==> config.mk <==
export PLATFORM = sky130hd
export DESIGN_NAME = adc_sample_output_port
export DESIGN_NICKNAME = d
export VERILOG_FILES = /design/src/include/adc_sample_pkg.sv /design/src/include/sample_if.sv /design/src/design/adc_sample_output_port.sv /design/src/design/adc_track_hold.sv
export SDC_FILE = /design/constraint.sdc
export NUM_CORES = 1
export LEC_CHECK = 0
export BUFFER_PORTS_ARGS = -buffer_cell sky130_fd_sc_hd__buf_2
export CELL_PAD_IN_SITES_DETAIL_PLACEMENT = 1
export CELL_PAD_IN_SITES_GLOBAL_PLACEMENT = 2
export CORE_MARGIN = 2
export CORE_UTILIZATION = 28
export DETAILED_ROUTE_END_ITERATION = 7
export GPL_TIMING_DRIVEN = 0
export PLACE_DENSITY_LB_ADDON = 0.1
export SLEW_MARGIN = 20
export SYNTH_ARGS = -nofsm -noshare
export SYNTH_HDL_FRONTEND = slang
export SYNTH_SLANG_ARGS = --single-unit
export TNS_END_PERCENT = 1
==> constraint.sdc <==
create_clock -name sys_clk -period 0.9 [get_ports sys_clk]
set_input_delay 0.09 -clock sys_clk [delete_from_list [all_inputs] [get_ports sys_clk]]
set_output_delay 0.09 -clock sys_clk [all_outputs]
set_load 0.02 [all_outputs]
==> src/include/adc_sample_pkg.sv <==
// Purpose: shared constants and types for the sample output port
// Assumes: digital model of the converter, analog input as a signed digital value
// Notes: input quantised to code_width plus headroom bits
package adc_sample_pkg;
	localparam int CODE_WIDTH = 10;
	localparam int IN_WIDTH = 12;
	// analog input as signed count of lsb relative to mid-scale
	localparam logic signed [IN_WIDTH-1:0] IN_NEG_FS = -12'sd512;
	localparam logic signed [IN_WIDTH-1:0] IN_POS_FS = 12'sd511;
	localparam logic signed [IN_WIDTH-1:0] IN_OVR_LSB = 12'sd1;
	localparam logic [CODE_WIDTH-1:0] CODE_MAX = 10'h3FF;
	localparam logic [CODE_WIDTH-1:0] CODE_MIN = 10'h000;
	localparam logic [CODE_WIDTH-1:0] CODE_RESET = 10'h000;
	localparam real CLK_PERIOD_NS = 40.0;
	localparam real CLK_HIGH_MIN_NS = 10.0;
	localparam real CLK_HIGH_MAX_NS = 300.0;
	localparam real CLK_LOW_MIN_NS = 10.0;
	localparam real DUTY_RATE_MSPS = 3.0;
	localparam int LATENCY_CYCLES = 1;
	typedef enum logic [1:0] {RANGE_UNDER, RANGE_IN, RANGE_OVER} range_t;
	typedef struct packed {
		logic overrange;
		logic [CODE_WIDTH-1:0] code;
	} result_t;
endpackage

==> src/include/sample_if.sv <==
// Purpose: carries a held sample between the hold stage and the output stage
// Assumes: one clock domain
// Notes: valid marks a held sample
`timescale 1ns/1ps
interface sample_if;
	import adc_sample_pkg::*;
	logic signed [IN_WIDTH-1:0] held;
	logic valid;
	modport hold (output held, output valid);
	modport conv (input held, input valid);
endinterface

==> src/design/adc_sample_output_port.sv <==
// Purpose: digital sampling and parallel result output of a 10-bit converter
// Assumes: analog input modelled as signed lsb count around mid-scale
// Notes: result appears one cycle after the sampling edge
`timescale 1ns/1ps
// Functional notes
// - sample input on every rising clock edge
// - output word one cycle after sample
// - 10-bit straight binary, zero is negative end
// - overrange high when one lsb above full-scale
// - code all ones while overrange high
module adc_sample_output_port
(
	input wire logic sys_clk,
	input wire logic rst_n,
	input wire logic signed [adc_sample_pkg::IN_WIDTH-1:0] analog_sample_input,
	output logic [adc_sample_pkg::CODE_WIDTH-1:0] sample_code_out,
	output logic overrange_flag_out
);
	import adc_sample_pkg::*;

	sample_if smp ();
	result_t res_ff;
	result_t nxt_res;
	range_t rng;

	// track-and-hold stage, sampled on every rising edge
	adc_track_hold adc_track_hold_inst (
		.sys_clk(sys_clk),
		.rst_n(rst_n),
		.analog_sample_input(analog_sample_input),
		.smp(smp)
	);

	function automatic range_t classify(input logic signed [IN_WIDTH-1:0] v);
		if (v >= IN_POS_FS + IN_OVR_LSB) begin
			classify = RANGE_OVER;
		end else if (v < IN_NEG_FS) begin
			classify = RANGE_UNDER;
		end else begin
			classify = RANGE_IN;
		end
	endfunction

	function automatic logic [CODE_WIDTH-1:0] to_binary(input logic signed [IN_WIDTH-1:0] v);
		logic signed [IN_WIDTH-1:0] off;
		off = v - IN_NEG_FS;
		to_binary = off[CODE_WIDTH-1:0];
	endfunction

	// check-only reference: offset binary is two's complement with the top bit flipped
	function automatic result_t ref_word(input logic signed [IN_WIDTH-1:0] v);
		result_t w;
		w.overrange = (v > IN_POS_FS);
		if (w.overrange) begin
			w.code = CODE_MAX;
		end else if (v < IN_NEG_FS) begin
			w.code = CODE_MIN;
		end else begin
			w.code = {~v[CODE_WIDTH-1], v[CODE_WIDTH-2:0]};
		end
		return w;
	endfunction

	always_comb begin
		rng = classify(smp.held);
		nxt_res.overrange = 1'b0;
		nxt_res.code = CODE_MIN;
		case (rng)
			RANGE_OVER: begin
				nxt_res.overrange = 1'b1;
				nxt_res.code = CODE_MAX;
			end
			RANGE_UNDER: begin
				nxt_res.code = CODE_MIN;
			end
			default: begin
				nxt_res.code = to_binary(smp.held);
			end
		endcase
	end

	// output latch updates on the edge after the sample edge
	always_ff @(posedge sys_clk or negedge rst_n) begin
		if (!rst_n) begin
			res_ff <= '{overrange: 1'b0, code: CODE_RESET};
		end else if (smp.valid) begin
			res_ff <= nxt_res;
		end
	end

	// both fields from one register so they move together
	assign sample_code_out = res_ff.code;
	assign overrange_flag_out = res_ff.overrange;

	// input one sample ago, for checking the hold stage
	logic signed [IN_WIDTH-1:0] in_d1_ff;
	logic [1:0] age_ff;
	always_ff @(posedge sys_clk or negedge rst_n) begin
		if (!rst_n) begin
			in_d1_ff <= '0;
		end else begin
			in_d1_ff <= analog_sample_input;
		end
	end

	// edges since reset, saturating; 3 means two samples of history
	always_ff @(posedge sys_clk or negedge rst_n) begin
		if (!rst_n) begin
			age_ff <= 2'h0;
		end else if (age_ff != 2'h3) begin
			age_ff <= age_ff + 2'h1;
		end
	end

	property p_sample_each_edge;
		@(posedge sys_clk) disable iff (!rst_n)
		age_ff >= 2'h1 |-> smp.held == in_d1_ff;
	endproperty
	a_sample_each_edge: assert property (p_sample_each_edge) else $error("held value not last input");

	property p_latency;
		@(posedge sys_clk) disable iff (!rst_n)
		(age_ff == 2'h3) && ($past(analog_sample_input, 2) >= IN_NEG_FS)
			&& ($past(analog_sample_input, 2) <= IN_POS_FS)
		|-> sample_code_out == to_binary($past(analog_sample_input, 2));
	endproperty
	a_latency: assert property (p_latency) else $error("output code wrong or late");

	property p_zero_code;
		@(posedge sys_clk) disable iff (!rst_n)
		(age_ff == 2'h3) && ($past(analog_sample_input, 2) <= IN_NEG_FS) |-> sample_code_out == CODE_MIN;
	endproperty
	a_zero_code: assert property (p_zero_code) else $error("negative end not zero code");

	property p_overrange_flag;
		@(posedge sys_clk) disable iff (!rst_n)
		age_ff == 2'h3 |-> overrange_flag_out == ($past(analog_sample_input, 2) > IN_POS_FS);
	endproperty
	a_overrange_flag: assert property (p_overrange_flag) else $error("overrange flag mismatch");

	property p_overrange_code;
		@(posedge sys_clk) disable iff (!rst_n)
		overrange_flag_out |-> sample_code_out == CODE_MAX;
	endproperty
	a_overrange_code: assert property (p_overrange_code) else $error("code not max during overrange");

	property p_word_together;
		@(posedge sys_clk) disable iff (!rst_n)
		$rose(overrange_flag_out) |-> $past(smp.held) > IN_POS_FS;
	endproperty
	a_word_together: assert property (p_word_together) else $error("flag rose without overrange sample");

	// no result may show before the first sample has passed the output stage
	property p_first_word_quiet;
		@(posedge sys_clk) disable iff (!rst_n)
		age_ff == 2'h1 |-> (sample_code_out == CODE_RESET) && !overrange_flag_out;
	endproperty
	a_first_word_quiet: assert property (p_first_word_quiet) else $error("output moved before first result");

	property p_held_valid;
		@(posedge sys_clk) disable iff (!rst_n)
		age_ff != 2'h0 |-> smp.valid;
	endproperty
	a_held_valid: assert property (p_held_valid) else $error("hold stage not valid after first edge");

	property p_valid_holds;
		@(posedge sys_clk) disable iff (!rst_n)
		smp.valid |=> smp.valid;
	endproperty
	a_valid_holds: assert property (p_valid_holds) else $error("hold stage dropped valid");

	property p_word_ref;
		@(posedge sys_clk) disable iff (!rst_n)
		age_ff == 2'h3 |-> {overrange_flag_out, sample_code_out} == ref_word($past(analog_sample_input, 2));
	endproperty
	a_word_ref: assert property (p_word_ref) else $error("output word differs from reference");

	property p_stage_latency;
		@(posedge sys_clk) disable iff (!rst_n)
		age_ff == 2'h3 |-> {overrange_flag_out, sample_code_out} == ref_word($past(smp.held));
	endproperty
	a_stage_latency: assert property (p_stage_latency) else $error("output stage not one cycle behind hold");

	property p_under_clamp;
		@(posedge sys_clk) disable iff (!rst_n)
		(age_ff == 2'h3) && ($past(analog_sample_input, 2) < IN_NEG_FS)
		|-> (sample_code_out == CODE_MIN) && !overrange_flag_out;
	endproperty
	a_under_clamp: assert property (p_under_clamp) else $error("input below range not clamped to zero");

	property p_top_code;
		@(posedge sys_clk) disable iff (!rst_n)
		(age_ff == 2'h3) && ($past(analog_sample_input, 2) == IN_POS_FS)
		|-> (sample_code_out == CODE_MAX) && !overrange_flag_out;
	endproperty
	a_top_code: assert property (p_top_code) else $error("top code raised the flag");

	property p_flag_from_sample;
		@(posedge sys_clk) disable iff (!rst_n)
		overrange_flag_out |-> $past(smp.held) > IN_POS_FS;
	endproperty
	a_flag_from_sample: assert property (p_flag_from_sample) else $error("flag high without overrange sample");

	property p_flag_falls;
		@(posedge sys_clk) disable iff (!rst_n)
		$fell(overrange_flag_out) |-> $past(smp.held) <= IN_POS_FS;
	endproperty
	a_flag_falls: assert property (p_flag_falls) else $error("flag fell while sample still over range");

	property p_flag_stays;
		@(posedge sys_clk) disable iff (!rst_n)
		overrange_flag_out && $past(overrange_flag_out) |-> $stable(sample_code_out);
	endproperty
	a_flag_stays: assert property (p_flag_stays) else $error("code moved while flag stayed high");

	// main scenarios
	c_overrange: cover property (@(posedge sys_clk) disable iff (!rst_n) $rose(overrange_flag_out));
	c_full_span: cover property (@(posedge sys_clk) disable iff (!rst_n)
		sample_code_out == CODE_MIN ##1 sample_code_out == CODE_MAX);
	c_in_range: cover property (@(posedge sys_clk) disable iff (!rst_n)
		overrange_flag_out ##1 !overrange_flag_out && sample_code_out != CODE_MAX);
	c_under_range: cover property (@(posedge sys_clk) disable iff (!rst_n)
		sample_code_out == CODE_MIN && $past(analog_sample_input, 2) < IN_NEG_FS);
	c_top_code: cover property (@(posedge sys_clk) disable iff (!rst_n)
		sample_code_out == CODE_MAX && !overrange_flag_out);
endmodule

==> src/design/adc_track_hold.sv <==
// Purpose: samples the analog input value on each rising edge
// Assumes: input already in the clock domain of the converter model
// Notes: valid rises after the first sample edge
`timescale 1ns/1ps
module adc_track_hold
(
	input wire logic sys_clk,
	input wire logic rst_n,
	input wire logic signed [adc_sample_pkg::IN_WIDTH-1:0] analog_sample_input,
	sample_if.hold smp
);
	import adc_sample_pkg::*;

	logic signed [IN_WIDTH-1:0] held_ff;
	logic valid_ff;

	always_ff @(posedge sys_clk or negedge rst_n) begin
		if (!rst_n) begin
			held_ff <= '0;
		end else begin
			held_ff <= analog_sample_input;
		end
	end

	always_ff @(posedge sys_clk or negedge rst_n) begin
		if (!rst_n) begin
			valid_ff <= 1'b0;
		end else begin
			valid_ff <= 1'b1;
		end
	end

	assign smp.held = held_ff;
	assign smp.valid = valid_ff;
endmodule

==> results of run 1 <==
## flip-flops by register name, indices dropped and copies added (netlist names)
register	flops
adc_track_hold_inst.smp.held	12
adc_track_hold_inst.smp.valid	1
overrange_flag_out	1
sample_code_out	10
## metal layers
metal  part of all wire, %  track usage (%)
met1                    42             14.6
met2                    53             19.7
met3                   3.3             1.95
met4                   1.8             7.62
met5                     0                0
## area by class of cell
type                       count  area share, %
buffer                         2           1.50
clock buffer                   3           1.80
clock inverter                 1           2.40
inverter                       5           1.50
multi-input combinational     36           19.9
sequential                    24           48.1
tap                           33           3.30
timing repair buffer          40           21.6
## power by group through the flow
stage	sequential (mW)	clock (mW)	combinational, mW
after detailed placement	1.23	0	0.316
after global placement	1.23	0	0.313
after CTS	1.21	0.804	0.376
after floorplan	1.30	0	0.114
after global routing	1.22	0.846	0.415
final	1.21	0.776	0.375
## per-stage QoR
step / TNS (ns) / setup WS [ns] / std cells
final: -1.77 / -0.146 / 144
after global routing: -2.88 / -0.218 / 144
after CTS: -2.07 / -0.148 / 144
after detailed placement: -1.71 / -0.211 / 124
after global placement: -1.83 / -0.220 / 124
after floorplan: -0.210 / -0.0684 / 67
## layout by cell type, fill, tap and decap left out, drive strengths merged, types with 2 or more instances in the layout
master / instances
nand2: 2
nor2: 9
inv: 5
a211oi: 5
o21bai: 5
dfrtp: 24
buf: 29
o22ai: 4
dlygate4sd3: 13
clkbuf: 3
a21oi: 5
## worst max path at each step
stage | end | cells after the start
after floorplan | overrange_flag_out | 2
after global placement | sample_code_out[6] | 3
after detailed placement | sample_code_out[4] | 3
after CTS | overrange_flag_out | 2
after global routing | sample_code_out[2] | 3
final | sample_code_out[2] | 2
## what timing repair did
action | in CTS | in global routing
hold buffers | 13 | 0
pin swaps | 6 | 1
endpoints found under the setup margin | 22 | 22
endpoints found under the hold margin | 36 | 0
buffers inserted | 3 | 0
gates resized for setup | 4 | 2
## logic make-up after synthesis
kind of cell,after synthesis,share of synthesized area [%]
mux,2,2.87
compound gates,21,17.9
buf+inv,7,4.30
other cells,1,0.430
simple gates,12,5.60
flops,24,68.9
==> impl_metrics.yaml, run 1 <==
grt:
  gr-total-overflow: 0
  grt_pass1_wl_um: 3060
  antenna_found_initial: 0
  grt_max_degree: 25
  grt_use_total_pct: 12.0
  grt_pass1_vias: 688
critical_path:
  reg2reg_depth: 2
  regToRegStartpoint: "adc_track_hold_inst.smp.valid"
  cp-end-kind: "flip-flop"
  crit_start: "adc_track_hold_inst.smp.valid"
  critPathSlowestCell: "dfrtp_1"
  worstPathCellList: "and2b_2, a211oi_1"
  cpPeakStageDelay_ns: 0.45
  critPathKind: "flip-flop to flip-flop"
  worstPathRequired_ns: 1.14
  crit_arrival_ns: 1.28
  critPathLaunchType: "flip-flop"
  path_max_fanout: 5
  crit_buf_inv: 0
  r2r-end: "sample_code_out[2]"
  cp_top_family: "flip-flops"
  ff2ff_setup_slack_ns: -0.15
route:
  postRouteAntennaNets: 0
  routedWlPerCell_um: 12.9
  drtIter0Drc: 13
  drt-total-wl_um: 1860
  drc: 0
  dr.pass1.iters: 2
  vias: 650
  vias_per_cell: 4.51
power:
  p_leak_nw: 0.601
  p_switching_mw: 0.572
  power.total_mw: 2.36
  share_comb_of_total_power_pct: 15.9
  internal_power_mw: 1.79
  powerDensity_mw_per_mm2: 1880
  switching_share_pct: 24.2
  irDropWorstVdd_uv: 859
  power_frac_seq_pct: 51.2
  p_clk_share_pct: 32.9
sta:
  whs_ns: 0.256
  final-hold-violation-count: 0
  slew_headroom_pct: 64.9
  period_share_pct: 116
  fin_ws_ns: -0.146
  drv_slew: 0
  fin_skew_ns: 0.00723
  period_needed_ns: 1.05
  tightest_slew_ns: 0.527
  setup_viol: 22
  fmax_mhz: 956
  rsz0062_at_grt: "yes"
synthesis:
  synthTopCellsByCount: "24 x dfrtp_1, 9 x nor2_1, 5 x a21oi_1, 5 x inv_1, 5 x o21bai_1"
  yosys.area.top_type_share_pct: 68.9
  yosys.cell_count.top_type: "dfrtp_1"
  synth_edf_count: 0
  ys_async_sr_fraction_pct: 100
  ys_ff_latch: 24
  syn_nets: 81
  synth_cell_type_count: 17
  yosysSeqAreaShare_pct: 68.9
  synth_top_area_cell: "dfrtp_1"
  synthFlopType: "dfrtp_1"
  syn_inst: 67
  yosysWarnings: 0
  synth_area_sq_um: 872
  syn_area_per_cell_sq_um: 13.0
  synthTopCellsByArea: "dfrtp_1 69%, o21bai_1 4.3%, nor2_1 3.9%"
status:
  status: "finished, violations left"
  violations: "setup timing"
floorplanning:
  dieArea_sq_mm: 0.00358
  dieWidth_um: 59.8
  fp-row-count: 20
  coreArea_sq_mm: 0.00300
  num_io_pins: 25
  die_h_um: 59.8
  start_util_pct: 29.0
finish:
  final_area_sq_mm: 0.00125
  nNetsFinal: 126
  syn_to_final_growth_pct: 43.6
  post-route-util_pct: 41.7
  seq_area_sq_um: 602
  fillers: 337
  antennaDiodeCount: 0
  multiInputGateArea_sq_um: 249
  layout-drive-gt1-share_pct: 37.8
clocking:
  clockRootBuffer: "clkbuf_4"
  clk_latency_ns: 0.32
  cts_buffer_depth: 2
  htree_num_levels: 1
  cts_tree: "built"
  clock_sinks: 24
  clk_transition_reported_paths_ns: 0.13
  cts_inserted_buffers: 3
place:
  gp_congestion: 0.686
  port-buffer-count: 24
  dpl_cell_area_sq_mm: 0.00103
  hpwl_um: 1160
job:
  cap_violations: 0
worst_hold_path:
  hp-class: "input port to async pin"
(Power assumes the default switching activity.)
==> inputs of run 2 (changes only) <==
--- a/config.mk
+++ b/config.mk
@@ -6,13 +6,16 @@
 export NUM_CORES = 1
 export LEC_CHECK = 0
 export BUFFER_PORTS_ARGS = -buffer_cell sky130_fd_sc_hd__buf_2
+export CAP_MARGIN = 20
 export CELL_PAD_IN_SITES_DETAIL_PLACEMENT = 1
 export CELL_PAD_IN_SITES_GLOBAL_PLACEMENT = 2
 export CORE_MARGIN = 2
 export CORE_UTILIZATION = 28
 export DETAILED_ROUTE_END_ITERATION = 7
 export GPL_TIMING_DRIVEN = 0
+export MAX_ROUTING_LAYER = met4
 export PLACE_DENSITY_LB_ADDON = 0.1
+export SETUP_SLACK_MARGIN = 0.2
 export SLEW_MARGIN = 20
 export SYNTH_ARGS = -nofsm -noshare
 export SYNTH_HDL_FRONTEND = slang
==> run 2 against run 1 <==
Compared with the run above: the run ends with hold timing, setup timing left; final cell count fell by 0.69%; non-clock buffer count fell by 1; utilization fell by 0.33 points; global-route usage rose by 0.40 points; first-iteration DRC count rose by 7.7%; total power rose by 0.37%; cell area fell by 0.80%; sequential share of layout area rose by 0.39 points; register-to-register slack barely moved; setup slack barely moved; die area did not move; clock-buffer cell count did not move; largest cell class unchanged; highest routed layer unchanged.
==> impl_metrics.yaml, run 2 (synthesis gave the netlist of run 1 again) <==
finish:
  antennaDiodeCount: 0
  layout-drive-gt1-share_pct: 38.2
  post-route-util_pct: 41.4
  nNetsFinal: 125
  fillers: 336
  layout_common_cells: "25 x buf_2, 23 x dfrtp_1, 12 x dlygate4sd3_1"
  final_common_cell: "buf_2"
  syn_to_final_growth_pct: 42.5
  largest_reg_flops: 12
critical_path:
  ff2ff_setup_slack_ns: -0.15
  cp_top_family: "flip-flops"
  path_max_fanout: 5
  crit_buf_inv: 0
  critPathKind: "flip-flop to flip-flop"
  regToRegStartpoint: "adc_track_hold_inst.smp.valid"
  critPathSlowestCell: "dfrtp_1"
  worstPathCellList: "and2b_2, a211oi_1"
  path_depth: 2
  critPathLaunchType: "flip-flop"
  cp-endpoint: "sample_code_out[2]"
  worstPathRequired_ns: 1.14
  reg2reg_depth: 2
  cpPeakStageDelay_ns: 0.45
  r2r-end: "sample_code_out[2]"
  crit_start: "adc_track_hold_inst.smp.valid"
  cp-end-kind: "flip-flop"
  crit_arrival_ns: 1.28
sta:
  tightest_slew_ns: 0.526
  whs_ns: -0.279
  slew_headroom_pct: 64.9
  tns_ns: -1.79
  period_share_pct: 116
  fin_ws_ns: -0.146
  fmax_mhz: 956
  rsz0062_at_grt: "yes"
  fin_skew_ns: 0.00149
  setup_viol: 22
  final-hold-violation-count: 24
  period_needed_ns: 1.05
  drv_slew: 0
floorplanning:
  coreArea_sq_mm: 0.00300
  fp-row-count: 20
  num_io_pins: 25
  start_util_pct: 29.0
  dieArea_sq_mm: 0.00358
  die_h_um: 59.8
  dieWidth_um: 59.8
clocking:
  htree_num_levels: 1
  hold_buffers: 12
  cts_tree: "built"
  clockRootBuffer: "clkbuf_4"
  cts_inserted_buffers: 3
  clk_latency_ns: 0.32
  clk_transition_reported_paths_ns: 0.13
  cts_buffer_depth: 2
  clock_sinks: 24
power:
  power.total_mw: 2.37
  p_leak_nw: 0.597
  switching_share_pct: 24.6
  power_frac_seq_pct: 51.0
  internal_power_mw: 1.79
  irDropWorstVdd_uv: 872
  p_switching_mw: 0.583
  p_clk_share_pct: 33.3
  share_comb_of_total_power_pct: 15.7
  powerDensity_mw_per_mm2: 1910
route:
  vias: 652
  drtIter0Drc: 14
  drt-total-wl_um: 1870
  drc: 0
  postRouteAntennaNets: 0
  vias_per_cell: 4.56
  routedWlPerCell_um: 13.1
  dr.pass1.iters: 2
worst_hold_path:
  hp-class: "input port to async pin"
place:
  port-buffer-count: 24
  post-place-ws_ns: -0.211
  gp_congestion: 0.693
  hpwl_um: 1160
grt:
  grt_use_total_pct: 12.4
  gr-total-overflow: 0
  antenna_found_initial: 0
  grt_pass1_wl_um: 3060
  grt_max_degree: 25
  grt_pass1_vias: 690
status:
  violations: "hold timing, setup timing"
  status: "finished, violations left"
job:
  cap_violations: 0
==> run 2: how the worst min path moves through the flow <==
stage | startpoint | endpoint | slack, ns | cells past startpoint
3_3_place_gp | rst_n | sample_code_out[8] | 0.10 | 1
2_1_floorplan | rst_n | adc_track_hold_inst.smp.held[0] | -0.21 | 0
6_report | rst_n | adc_track_hold_inst.smp.held[8] | -0.28 | 1
4_1_cts | rst_n | sample_code_out[8] | -0.26 | 1
3_5_place_dp | rst_n | sample_code_out[8] | 0.11 | 1
5_1_grt | rst_n | adc_track_hold_inst.smp.held[3] | -0.26 | 1
==> run 2: per-layer routing <==
layer / part of all wire, % / track usage [%]
met5: 0 / -
met4: 1.7 / 7.62
met3: 3.3 / 1.95
met2: 52 / 19.7
met1: 43 / 14.7
==> run 2: final cells by class <==
class | count | area (sq um) | area share [%]
Sequential cell | 24 | 602 | 48.4
Timing Repair Buffer | 39 | 260 | 20.9
Multi-Input combinational cell | 36 | 249 | 20.0
Tap cell | 33 | 41.3 | 3.32
Clock inverter | 1 | 30.0 | 2.42
Clock buffer | 3 | 22.5 | 1.81
Buffer | 2 | 18.8 | 1.51
Inverter | 5 | 18.8 | 1.51
==> run 2: through the flow <==
step,std cells,instance area [sq um]
after floorplan,67,872
after global placement,124,1030
after detailed placement,124,1030
after CTS,143,1230
after global routing,143,1240
final,143,1240
==> run 2: power groups by stage <==
stage | Sequential [mW] | Clock (mW) | Combinational (mW)
CTS | 1.21 | 0.804 | 0.373
global placement | 1.23 | 0 | 0.313
global route | 1.22 | 0.850 | 0.412
finish | 1.21 | 0.788 | 0.372
detailed placement | 1.23 | 0 | 0.316
floorplan | 1.30 | 0 | 0.114
==> run 2: what timing repair did <==
action,in CTS,in global routing
cloned,0,0
pin swaps,6,1
setup endpoints to repair,22,22
hold endpoints to repair,36,24
buffers inserted,3,0
resized for setup,4,2
